===== src/inc/link_param_pkg.sv =====
// Constants, mode table and carriers for the link parameter and lane alignment configuration block
// =====================================================================
// How it works
// [RULE1] Every link parameter is derived from the single link mode selection field; the code takes 8B/10B K-1, DID and SCR from the control word.
// [RULE2] Lane rate equals sample clock times ratio R; R also sets serializer PLL factor.
// [RULE3] 8B/10B frames per multiframe come from the user field; 64B/66B ignores it.
// [RULE4] Multiblocks per extended multiblock is one in 64B/66B, ignored in 8B/10B.
// [RULE5] In 8B/10B every transport parameter goes out in the alignment sequence.
// [RULE6] 64B/66B sends no alignment sequence, yet both ends use same parameters.
// [RULE7] Adjustment amount and direction fields are sent as zero.
// [RULE8] Bank identifier and control words per frame are sent as zero.
// [RULE9] Control bits per sample is sent as zero in the alignment sequence.
// [RULE10] Link identifier sent equals the user-written device identifier.
// [RULE11] High density flag is sent as zero.
// [RULE12] Standard revision field always carries one.
// [RULE13] Subclass version field always carries one.
// [RULE14] Checksum is the sum of all preceding fields modulo 256.
// [RULE15] Octets per frame, lanes, resolution, samples per frame derive from mode.
// [RULE16] Converter count sets bit packing only; receiver deframes by it.
// [RULE17] Bits per sample after padding equals resolution plus control and tail bits.
// [RULE18] Each active lane gets its own lane identifier automatically.
// [RULE19] Lowest lanes are used, identifier equals index, higher lanes powered down.
// [RULE20] In 64B/66B frames per multiframe equals 8 times 32 times E over F.
// [RULE21] Checksum sums fields as encoded, using minus-one encodings where they apply.
package link_param_pkg;

   // =====================================================================
   // Sizes and fixed field values
   localparam int          NUM_LANES     = 8;
   localparam int          NUM_MODES     = 16;
   localparam logic [3:0]  JESDV_VALUE   = 4'h1;
   localparam logic [4:0]  SUBCLASS_VAL  = 5'h01;
   localparam logic [4:0]  E_VALUE       = 5'h01;
   localparam logic [10:0] K66_NUMER     = 11'h100;   // 8 x 32
   localparam logic [7:0]  ZERO8         = 8'h00;

   // =====================================================================
   // Wishbone register map (byte addresses)
   localparam logic [7:0]  CTRL_ADDR     = 8'h00;   // link mode, K-1, DID, SCR
   localparam logic [7:0]  PARAM_ADDR    = 8'h04;   // F-1, 8-bit K-1 (low 5 bits sent), M-1, L-1
   localparam logic [7:0]  PARAM2_ADDR   = 8'h08;   // N-1, N'-1, S-1, checksum
   localparam logic [7:0]  STATUS_ADDR   = 8'h0C;   // R x 32, lane enables, encoding
   localparam int          MODE_LSB      = 0;
   localparam int          KM1_LSB       = 8;
   localparam int          DID_LSB       = 16;
   localparam int          SCR_BIT       = 24;
   localparam logic [31:0] CTRL_RESET    = 32'h0000_1F00;
   localparam logic [31:0] CTRL_MASK     = 32'h01FF_FF0F;

   // =====================================================================
   // Mode table entry; R held as a multiple of 1/32
   typedef struct packed {
      logic       enc66;
      logic [4:0] n;
      logic [3:0] l;
      logic [4:0] m;
      logic [4:0] f;
      logic [4:0] s;
      logic [1:0] cs;
      logic [1:0] e;
      logic [9:0] r32;
   } mode_entry_type;

   // Encoded alignment configuration octets
   typedef struct packed {
      logic [7:0] did;
      logic [3:0] adjcnt;
      logic [3:0] bid;
      logic       adjdir;
      logic       phadj;
      logic [4:0] lid;
      logic       scr;
      logic [4:0] lm1;
      logic [7:0] fm1;
      logic [4:0] km1;
      logic [7:0] mm1;
      logic [1:0] cs;
      logic [4:0] nm1;
      logic [2:0] subclassv;
      logic [4:0] npm1;
      logic [2:0] jesdv;
      logic [4:0] sm1;
      logic       hd;
      logic [4:0] cf;
      logic [7:0] res1;
      logic [7:0] res2;
   } ilas_cfg_type;

   typedef struct packed {
      logic [7:0] addr;
      logic       we;
      logic [3:0] sel;
      logic [31:0] dat;
   } wb_req_type;

   // Mode table lookup [RULE15] [RULE17] [RULE2]
   function automatic mode_entry_type mode_lookup(input logic [3:0] sel);
      mode_entry_type t;
      t = '0;
      case (sel)
         4'h0: t = '{1'b0, 5'd12, 4'd8, 5'd8, 5'd8, 5'd5, 2'd0, 2'd0, 10'd256};
         4'h1: t = '{1'b0, 5'd12, 4'd6, 5'd4, 5'd2, 5'd2, 2'd0, 2'd0, 10'd320};
         4'h2: t = '{1'b0, 5'd8,  4'd4, 5'd4, 5'd1, 5'd1, 2'd0, 2'd0, 10'd320};
         4'h3: t = '{1'b0, 5'd10, 4'd4, 5'd4, 5'd5, 5'd4, 2'd0, 2'd0, 10'd400};
         4'h4: t = '{1'b1, 5'd12, 4'd3, 5'd4, 5'd2, 5'd1, 2'd0, 2'd1, 10'd528};
         4'h5: t = '{1'b1, 5'd8,  4'd2, 5'd4, 5'd2, 5'd1, 2'd0, 2'd1, 10'd528};
         4'h6: t = '{1'b1, 5'd12, 4'd6, 5'd4, 5'd2, 5'd2, 2'd0, 2'd1, 10'd264};
         4'h7: t = '{1'b1, 5'd8,  4'd4, 5'd4, 5'd1, 5'd1, 2'd0, 2'd1, 10'd264};
         4'h8: t = '{1'b1, 5'd12, 4'd4, 5'd4, 5'd3, 5'd2, 2'd0, 2'd3, 10'd396};
         4'h9: t = '{1'b0, 5'd8,  4'd8, 5'd4, 5'd1, 5'd2, 2'd0, 2'd0, 10'd160};
         4'hA: t = '{1'b0, 5'd10, 4'd8, 5'd8, 5'd5, 5'd4, 2'd0, 2'd0, 10'd200};
         4'hB: t = '{1'b0, 5'd12, 4'd8, 5'd8, 5'd8, 5'd5, 2'd0, 2'd0, 10'd128};
         4'hC: t = '{1'b0, 5'd8,  4'd8, 5'd2, 5'd1, 5'd4, 2'd0, 2'd0, 10'd80};
         4'hD: t = '{1'b0, 5'd10, 4'd8, 5'd8, 5'd5, 5'd4, 2'd0, 2'd0, 10'd100};
         4'hE: t = '{1'b1, 5'd12, 4'd8, 5'd8, 5'd3, 5'd2, 2'd0, 2'd3, 10'd198};
         4'hF: t = '{1'b1, 5'd12, 4'd8, 5'd8, 5'd3, 5'd2, 2'd0, 2'd3, 10'd99};
         default: t = '0;
      endcase
      return t;
   endfunction : mode_lookup

endpackage : link_param_pkg


===== src/verilog/link_param_cfg.sv =====
// Link parameter derivation and lane alignment configuration with a Wishbone register port
`timescale 1ns/1ps
module link_param_cfg (
   // Clock and reset
   input  wire logic                        REF_CLK,
   input  wire logic                        RESET_N,
   // Wishbone slave
   input  wire logic                        WB_CYC_I,
   input  wire logic                        WB_STB_I,
   input  wire logic                        WB_WE_I,
   input  wire logic [7:0]                  WB_ADR_I,
   input  wire logic [3:0]                  WB_SEL_I,
   input  wire logic [31:0]                 WB_DAT_I,
   output logic      [31:0]                 WB_DAT_O,
   output logic                             WB_ACK_O,
   // Lane side
   output link_param_pkg::ilas_cfg_type     ILAS_CFG,
   output logic      [7:0]                  ILAS_CHKSUM,
   output logic      [7:0]                  LANE_EN,
   output logic      [39:0]                 LANE_ID,
   output logic                             ILAS_ENABLE,
   output logic                             ENC_64B66B,
   output logic      [9:0]                  RATE_R32,
   output logic      [8:0]                  FRAMES_PER_MF
);
   import link_param_pkg::*;

   // =====================================================================
   // Control register
   logic [31:0]    ctrl_reg;
   logic [31:0]    ctrl_next;
   logic           ack_reg;
   logic [31:0]    rdat_reg;
   logic [31:0]    rdat_next;
   wire  logic     wb_hit;
   wire  logic [31:0] wmask;

   assign wb_hit = WB_CYC_I & WB_STB_I & ~ack_reg;
   assign wmask  = {{8{WB_SEL_I[3]}}, {8{WB_SEL_I[2]}}, {8{WB_SEL_I[1]}}, {8{WB_SEL_I[0]}}};
   // Only the control word is writable; other writes are acked and dropped
   assign ctrl_next = (wb_hit & WB_WE_I & (WB_ADR_I == CTRL_ADDR))
                      ? (((ctrl_reg & ~wmask) | (WB_DAT_I & wmask)) & CTRL_MASK) : ctrl_reg;

   // =====================================================================
   // Parameter derivation from the mode field [RULE1]; 8B/10B K-1, DID and SCR come from the control word
   wire  logic [3:0]   mode_sel;
   wire  logic [7:0]   km1_user;
   wire  mode_entry_type ent;
   wire  logic [10:0]  k66;
   wire  logic [8:0]   k_eff;
   wire  logic [7:0]   km1_eff;
   wire  ilas_cfg_type cfg;
   wire  logic [7:0]   sum;
   wire  logic [7:0]   lane_en_w;

   assign mode_sel = ctrl_reg[MODE_LSB +: 4];
   assign km1_user = ctrl_reg[KM1_LSB +: 8];
   assign ent      = mode_lookup(mode_sel);
   // E is fixed at one for 64B/66B [RULE4]; K derived as 256*E/F [RULE20]
   assign k66      = (ent.f == 5'd0) ? 11'h000 : 11'(K66_NUMER * 11'(E_VALUE) / 11'(ent.f));
   // User K only matters for 8B/10B [RULE3]
   assign k_eff    = ent.enc66 ? k66[8:0] : (9'(km1_user) + 9'h001);
   assign km1_eff  = 8'(k_eff - 9'h001);

   assign cfg.did       = ctrl_reg[DID_LSB +: 8];          // [RULE10]
   assign cfg.adjcnt    = 4'h0;                            // [RULE7]
   assign cfg.adjdir    = 1'b0;                            // [RULE7]
   assign cfg.phadj     = 1'b0;
   assign cfg.bid       = 4'h0;                            // [RULE8]
   assign cfg.cf        = 5'h00;                           // [RULE8]
   assign cfg.lid       = 5'h00;                           // Lane 0; per-lane IDs on LANE_ID [RULE18]
   assign cfg.scr       = ctrl_reg[SCR_BIT];
   assign cfg.lm1       = 5'(ent.l - 4'h1);                // [RULE21]
   assign cfg.fm1       = 8'(ent.f - 5'h01);               // [RULE21]
   assign cfg.km1       = km1_eff[4:0];
   assign cfg.mm1       = 8'(ent.m - 5'h01);               // Packing count, not channels [RULE16]
   assign cfg.cs        = 2'h0;                            // [RULE9]
   assign cfg.nm1       = 5'(ent.n - 5'h01);
   assign cfg.subclassv = SUBCLASS_VAL[2:0];               // [RULE13]
   assign cfg.npm1      = 5'(ent.n + 5'(ent.cs) - 5'h01);  // Tail bits are zero here [RULE17]
   assign cfg.jesdv     = JESDV_VALUE[2:0];                // [RULE12]
   assign cfg.sm1       = 5'(ent.s - 5'h01);
   assign cfg.hd        = 1'b0;                            // [RULE11]
   assign cfg.res1      = ZERO8;
   assign cfg.res2      = ZERO8;

   // Modulo-256 sum of the encoded fields; lane ID counts as lane 0 [RULE14] [RULE21]
   assign sum = 8'(cfg.did + cfg.adjcnt + cfg.bid + cfg.adjdir + cfg.phadj + cfg.lid + cfg.scr
                + cfg.lm1 + cfg.fm1 + cfg.km1 + cfg.mm1 + cfg.cs + cfg.nm1 + cfg.subclassv
                + cfg.npm1 + cfg.jesdv + cfg.sm1 + cfg.hd + cfg.cf);

   // Lowest lanes active, rest powered down [RULE19]
   genvar gi;
   generate
      for (gi = 0; gi < NUM_LANES; gi++) begin : g_lane
         assign lane_en_w[gi] = (4'(gi) < ent.l);
      end
   endgenerate

   // =====================================================================
   // Read mux
   always_comb begin
      rdat_next = 32'h0000_0000;
      case (WB_ADR_I)
         CTRL_ADDR:   rdat_next = ctrl_reg;
         PARAM_ADDR:  rdat_next = {3'h0, cfg.lm1, cfg.mm1, km1_eff, cfg.fm1};
         PARAM2_ADDR: rdat_next = {sum, 3'h0, cfg.sm1, 3'h0, cfg.npm1, 3'h0, cfg.nm1};
         STATUS_ADDR: rdat_next = {13'h0000, ent.enc66, lane_en_w, ent.r32};
         default:     rdat_next = 32'h0000_0000;
      endcase
   end

   always_ff @(posedge REF_CLK or negedge RESET_N) begin
      if (!RESET_N) begin
         ctrl_reg <= CTRL_RESET;
         ack_reg  <= 1'b0;
         rdat_reg <= 32'h0000_0000;
      end else begin
         ctrl_reg <= ctrl_next;
         ack_reg  <= wb_hit;
         rdat_reg <= rdat_next;
      end
   end

   // =====================================================================
   // Registered outputs; one cycle behind a control write
   always_ff @(posedge REF_CLK or negedge RESET_N) begin
      if (!RESET_N) begin
         ILAS_CFG      <= '0;
         ILAS_CHKSUM   <= 8'h00;
         LANE_EN       <= 8'h00;
         LANE_ID       <= 40'h00_0000_0000;
         ILAS_ENABLE   <= 1'b0;
         ENC_64B66B    <= 1'b0;
         RATE_R32      <= 10'h000;
         FRAMES_PER_MF <= 9'h000;
      end else begin
         ILAS_CFG      <= cfg;                              // Both ends use the same set [RULE6]
         ILAS_CHKSUM   <= sum;                              // [RULE14]
         LANE_EN       <= lane_en_w;                        // [RULE19]
         LANE_ID       <= {5'd7, 5'd6, 5'd5, 5'd4, 5'd3, 5'd2, 5'd1, 5'd0};  // [RULE18]
         ILAS_ENABLE   <= ~ent.enc66;                       // [RULE5] [RULE6]
         ENC_64B66B    <= ent.enc66;
         RATE_R32      <= ent.r32;                          // Line rate = fs * R32 / 32 [RULE2]
         FRAMES_PER_MF <= k_eff;                            // [RULE3] [RULE20]
      end
   end

   assign WB_ACK_O = ack_reg;
   assign WB_DAT_O = rdat_reg;

endmodule : link_param_cfg


===== config.mk =====
export PLATFORM = sky130hd
export DESIGN_NAME = link_param_cfg
export DESIGN_NICKNAME = d
export VERILOG_FILES = /design/src/inc/link_param_pkg.sv /design/src/verilog/link_param_cfg.sv
export SDC_FILE = /design/constraint.sdc
export NUM_CORES = 1
export LEC_CHECK = 0
export ABC_AREA = 1
export ABC_CLOCK_PERIOD_IN_PS = 16900
export BUFFER_PORTS_ARGS = -buffer_cell sky130_fd_sc_hd__clkbuf_2
export CAP_MARGIN = 20
export CORE_AREA = 5 5 159 161
export DETAILED_ROUTE_END_ITERATION = 6
export DIE_AREA = 0 0 164 166
export PLACE_DENSITY = 0.67
export SLEW_MARGIN = 20
export SYNTH_ARGS = -nofsm -noshare
export SYNTH_HDL_FRONTEND = slang
export SYNTH_SLANG_ARGS = --single-unit

===== constraint.sdc =====
create_clock -name REF_CLK -period 16.9 [get_ports REF_CLK]
set_input_delay 2.535 -clock REF_CLK [delete_from_list [all_inputs] [get_ports REF_CLK]]
set_output_delay 2.535 -clock REF_CLK [all_outputs]
set_load 0.02 [all_outputs]

* After elaboration in Yosys (flattened, before gate mapping)
Memory sizes are Yosys's and may differ from the RTL's. Index checks and enable logic that the tools add are counted.
Word-level totals: word-level logic and storage cells 67, register bits 139, output and inout port bits 205, input port bits 49, memory bits (read-only) 464, memories kept 1
Memory list:
- (name not given) | words 16, width 29, read ports 1, clocked after memory_dff 0, wr ports 0, RTL line link_param_pkg.sv:100 | case (sel)
Operators by class: divide/modulo/power cells 1, add/subtract/negate cells 19, equal/unequal tests 3, multiplexer cells 3, bitwise logic cells 10, order comparisons 8, reductions and logical operators 2
Operators by type and width (count):
- $pmux 32 s4 | 1
- $and 25x25->25 | 2
- $add 8x5->8 | 5
- $not 25->25 | 1
- $or 25x25->25 | 1
- $mux 9 | 2
- $add 8x1->8 const B | 2
- $add 8x8->8 | 2
- $eq 8x4->1 const B | 2
- $lt 3x4->1 const A | 4
- $sub 5x1->5 const B | 3
- $sub 5x1->6 const B | 2
- $div 9x5->11 const A | 1
- $add 8x1->9 const B | 1
- $add 8x1->8 | 1
- $eq 8x3->1 const B | 1
- $logic_not 8->1 | 1
- $lt 1x4->1 const A | 2
- $lt 2x4->1 const A | 2
- $sub 8x1->8 const B | 1
- $add 5x2->5 const B | 1
- $logic_not 5->1 | 1
- $sub 4x1->5 const B | 1
- $and 1x1->1 | 4
- $not 1->1 | 2

* Longest topological paths before layout
An unclocked memory read counts as a cell.
word-level depth 13, gate-level depth with buffers 116, mapped depth without buffers 115

* Worst setup path after synthesis
No wires, ideal clock.
path type register -> register, from reg with a tool-made name, to reg rdat_reg[31], in the netlist WB_DAT_O[31], required time 16.828 ns, data arrival time 15.415 ns, period minus slack after synthesis 15.487 ns, slack 1.413 ns, path buffers 1, stages on the path, launching flop included 107, cell sequence dfrtp_1 -> inv_2 -> buf_6 -> a21oi_1 -> inv_1 -> a21oi_1 -> inv_1 -> nand2_1 -> inv_1 -> ha_1 -> o21ai_2 -> nand2_2 -> inv_1 -> nor2_1 -> inv_1 -> ha_1 -> nand2_1 -> nand2_1 -> [71 not listed] -> ha_1 -> inv_1 -> xor2_1 -> fa_1 -> fa_1 -> fa_1 -> fa_1 -> inv_1 -> fa_1 -> a21oi_1 -> o21bai_1 -> nand2_1 -> nand2_1 -> a21oi_1 -> xor2_1 -> xnor2_1 -> inv_1 -> nor2_1
RTL lines:
- end signal: assignment | RTL line link_param_cfg.sv:121 | rdat_reg <= rdat_next;
- end: declaration | RTL line link_param_cfg.sv:33 | logic [31:0] rdat_reg;

==> metrics.md <==
| Metric | Value |
|---|---|
| Status | `complete, no violations` |
| Overall power | `approximately 1.2 mW` |
| Critical Path End Type | `flip-flop` |
| TritonRoute pass-1 iters | `5` |
| Register area share after synthesis | `between 30% and 40%` |
| Tot GR Track Use | `around 18%` |
| Fin cells | `1,690` |
| Top cells by area, synth | `dfrtp_1 (34%), ha_1 (8.4%), buf_4 (7.9%)` |
| Sw Pwr | `0.4606 mW` |
| Flop pwr share | `between 20% and 30%` |
| Leading cell type in the layout, fill and taps excluded | `nand2_1` |
| Max-slew violations | `0` |
| Switching share of power | `between 30% and 40%` |
| Most frequent cells in the layout | `nand2_1 (192), inv_1 (170), clkbuf_2 (168)` |
| CTS tree | `yes` |
| Hold Vio Cnt, Final | `0` |
| Initial antenna violation count | `0` |
| CP Data Arrival Time | `16.07 ns` |
| WL final | `around 26,000 um` |
| Diodes inserted | `0` |
| Worst-Skew Late Latency | `about 0.43 ns` |
| Cell area after synthesis | `roughly 9300 um2` |
| Largest net degree at the start of global routing | `between 70 and 80` |
| Via count | `just under 8,000` |
| Kind of critical path | `reg -> reg` |
| M3 GR Usage | `4.269%` |
| Maximum vdd drop | `about 0.052 mV` |
| CTS clock-pin slew for the worst setup and hold paths | `0.06 ns` |
| Routed Antenna Nets | `0` |
| Sink Count | `130` |
| Starting Density | `approximately 39%` |
| Max Freq | `0.06363 GHz` |
| CTS buffer count | `17` |
| Clock Power Share | `between 20% and 30%` |
| Clock Tree Root | `clkbuf_16` |
| Layout area overhead | `24.23%` |
| H-tree depth | `4` |
| DRT iter0 DRCs | `between 400 and 500` |
| Worst Setup Slack, final | `between 1 and 1.5 ns` |
| Die area | `approximately 27,000 um2` |
| Worst Hold Class | `reg -> reg` |
| Fraction of layout cells with a size suffix above 1 | `about a third` |
| Internal | `0.7042 mW` |
| CP peak stage delay | `~0.56 ns` |
| Yosys cell types | `55` |
| Clock Skew | `~0.016 ns` |
| Required @ worst endpoint | `about 17 ns` |
| Layout Nets | `between 1,000 and 1,500` |
| Most used cell, CP | `inv_1` |
| Routability congestion estimate | `about 0.84` |
| Slew Limit Headroom | `about two fifths` |
| Met2 usage | `roughly 30%` |
| Rows | `57` |
| Final core occ | `48.37%` |
| Vias in the first global route | `between 7,000 and 8,000` |
| Setup Viol. Count Final | `0` |
| GRT Max-Usage Layer | `met2` |
| M1 GR Usage | `~25%` |
| Post-synth top area cell | `dfrtp_1` |
| First-pass GRT wire length | `slightly below 40,000 um` |
| Die Ht | `approximately 170 um` |
| Port bufs | `between 150 and 200` |
| Drt wl/cell | `15.24 um` |
| DP Worst Slack | `0.4698 ns` |
| Cell count after synthesis | `between 1,000 and 1,500` |
| Residual DRC | `0` |
| Slowest CP cell | `fa_1` |
| Max Buffers Root-to-Sink | `2` |
| Final Critical Period | `~16 ns` |
| Max-cap violations | `0` |
| Ys Warns | `0` |
| Flops & latches, synth | `130` |
| Die Wd | `approximately 160 um` |
| Syn_area_per_cell | `between 8 and 9 um2` |
| Placed Cells | `~1,600` |
| Worst-margin pin slew | `between 0.9 and 1 ns` |
| Synth top area share | `about 34%` |
| Total grt overflow | `0` |
| Nature of the critical path startpoint | `flip-flop` |
| Ys async rst share | `between 90% and 100%` |
| Hpwl dp | `20,330 um` |
| Leak pwr | `6.406 nW` |
| Post-synth EDFFs | `0` |
| Number of fill cells in the layout | `between 2,000 and 2,500` |
| Mean number of vias per cell | `between 4 and 5` |
| Core area | `23,820 um2` |
| Combinational fraction of design power | `42.3%` |
| Power Dens Cells | `between 100 and 150 nW/um2` |
| Most used DFF post-synth | `dfrtp_1` |
| Final period utilization | `slightly above 90%` |
| IO Pins | `roughly 250` |
| CP max FO | `8` |
cell type report:
| cell class | count | area, um2 | share of cell area [%] |
|---|---|---|---|
| repair buffers | 281 | 1693 | 14.69 |
| well taps | 324 | 405.4 | 3.518 |
| flip-flops and latches | 130 | 3262 | 28.31 |
| multi-input cells | 740 | 4923 | 42.73 |
| clock buffers | 17 | 425.4 | 3.692 |
| clock inverters | 14 | 120.1 | 1.042 |
| inverters | 184 | 693.2 | 6.016 |
metrics by stage:
step	hold WS, ns	TNS (ns)	area (um2)
after floorplan	0.3891	0	9549
after global placement	0.4275	0	10770
after detailed placement	0.4339	0	10770
after CTS	0.4478	0	11310
after global routing	0.4645	-0.08955	11520
final	0.4484	0	11520
kinds of logic after synthesis:
group / count (synthesis) / synth area share, %
AO/OA/AOI/OAI: 112 / 7.487
XOR/XNOR: 31 / 2.927
adder cells (fa/ha/maj): 88 / 13.98
buffers and inverters: 294 / 16.00
flip-flops: 130 / 35.14
multiplexers: 20 / 2.428
other: 2 / 0.08097
AND/OR/NAND/NOR: 414 / 21.96
cell usage after synthesis (3+ instances only):
library cell,count
a21oi_1,28
a21oi_2,3
a221oi_1,3
buf_4,97
clkbuf_1,9
dfrtp_1,125
dfstp_2,5
fa_1,26
ha_1,62
inv_1,172
inv_2,11
mux2_2,20
nand2_1,193
nand2_2,26
nand2_4,7
nand3_1,52
nand3_2,6
nand3_4,5
nand3b_1,3
nand4_1,18
nand4_2,3
nor2_1,71
nor2_2,4
nor2_4,4
nor3_1,3
nor4_1,6
o2111ai_1,4
o21ai_0,42
o21ai_1,3
o21ai_2,3
o221ai_1,5
o22ai_1,6
or2_2,8
xnor2_1,6
xor2_1,25
critical path: cells and delay by family, from the launching register on:
kind            cells  cell delay (ns)
xor+xnor            3             0.50
compound gates     28             4.01
buf+inv            24             2.12
fa+ha+maj          15             5.29
simple gates       39             3.31
flops               1             0.44
worst paths after layout:
| check | start | end | slack, ns | depth (start not counted) |
|---|---|---|---|---|
| worst max-delay path | flip-flop | WB_DAT_O[31] | 1.19 | 109 |
| max in group asynchronous | RESET_N | ILAS_ENABLE | 13.49 | 2 |
| worst min register to register | flip-flop | ILAS_CFG[94] | 0.45 | 0 |
| worst min-delay path | flip-flop | ILAS_CFG[94] | 0.45 | 0 |
| min in group asynchronous | RESET_N | ILAS_CFG[92] | 2.07 | 1 |
| worst max register to register | flip-flop | WB_DAT_O[31] | 1.19 | 109 |
power groups by stage:
stage / Sequential [mW] / Combinational [mW] / Clock (mW)
3_5_place_dp: 0.332 / 0.486 / 0
5_1_grt: 0.326 / 0.553 / 0.366
3_3_place_gp: 0.331 / 0.477 / 0
4_1_cts: 0.326 / 0.489 / 0.352
2_1_floorplan: 0.344 / 0.331 / 0
6_report: 0.326 / 0.493 / 0.346
per-layer routing:
metal	share of wire [%]	vias up
li1	-	3835
met1	42	3691
met2	46	355
met3	8.5	46
met4	2.9	0
met5	0	-
what timing repair did:
action / 4_1_cts / 5_1_grt
setup buffers: 0 / 15
endpoints found under the setup margin: 0 / 12
resized for setup: 0 / 28
hold buffers: 0 / 0
No activity file was read; power rests on OpenSTA's default activity.
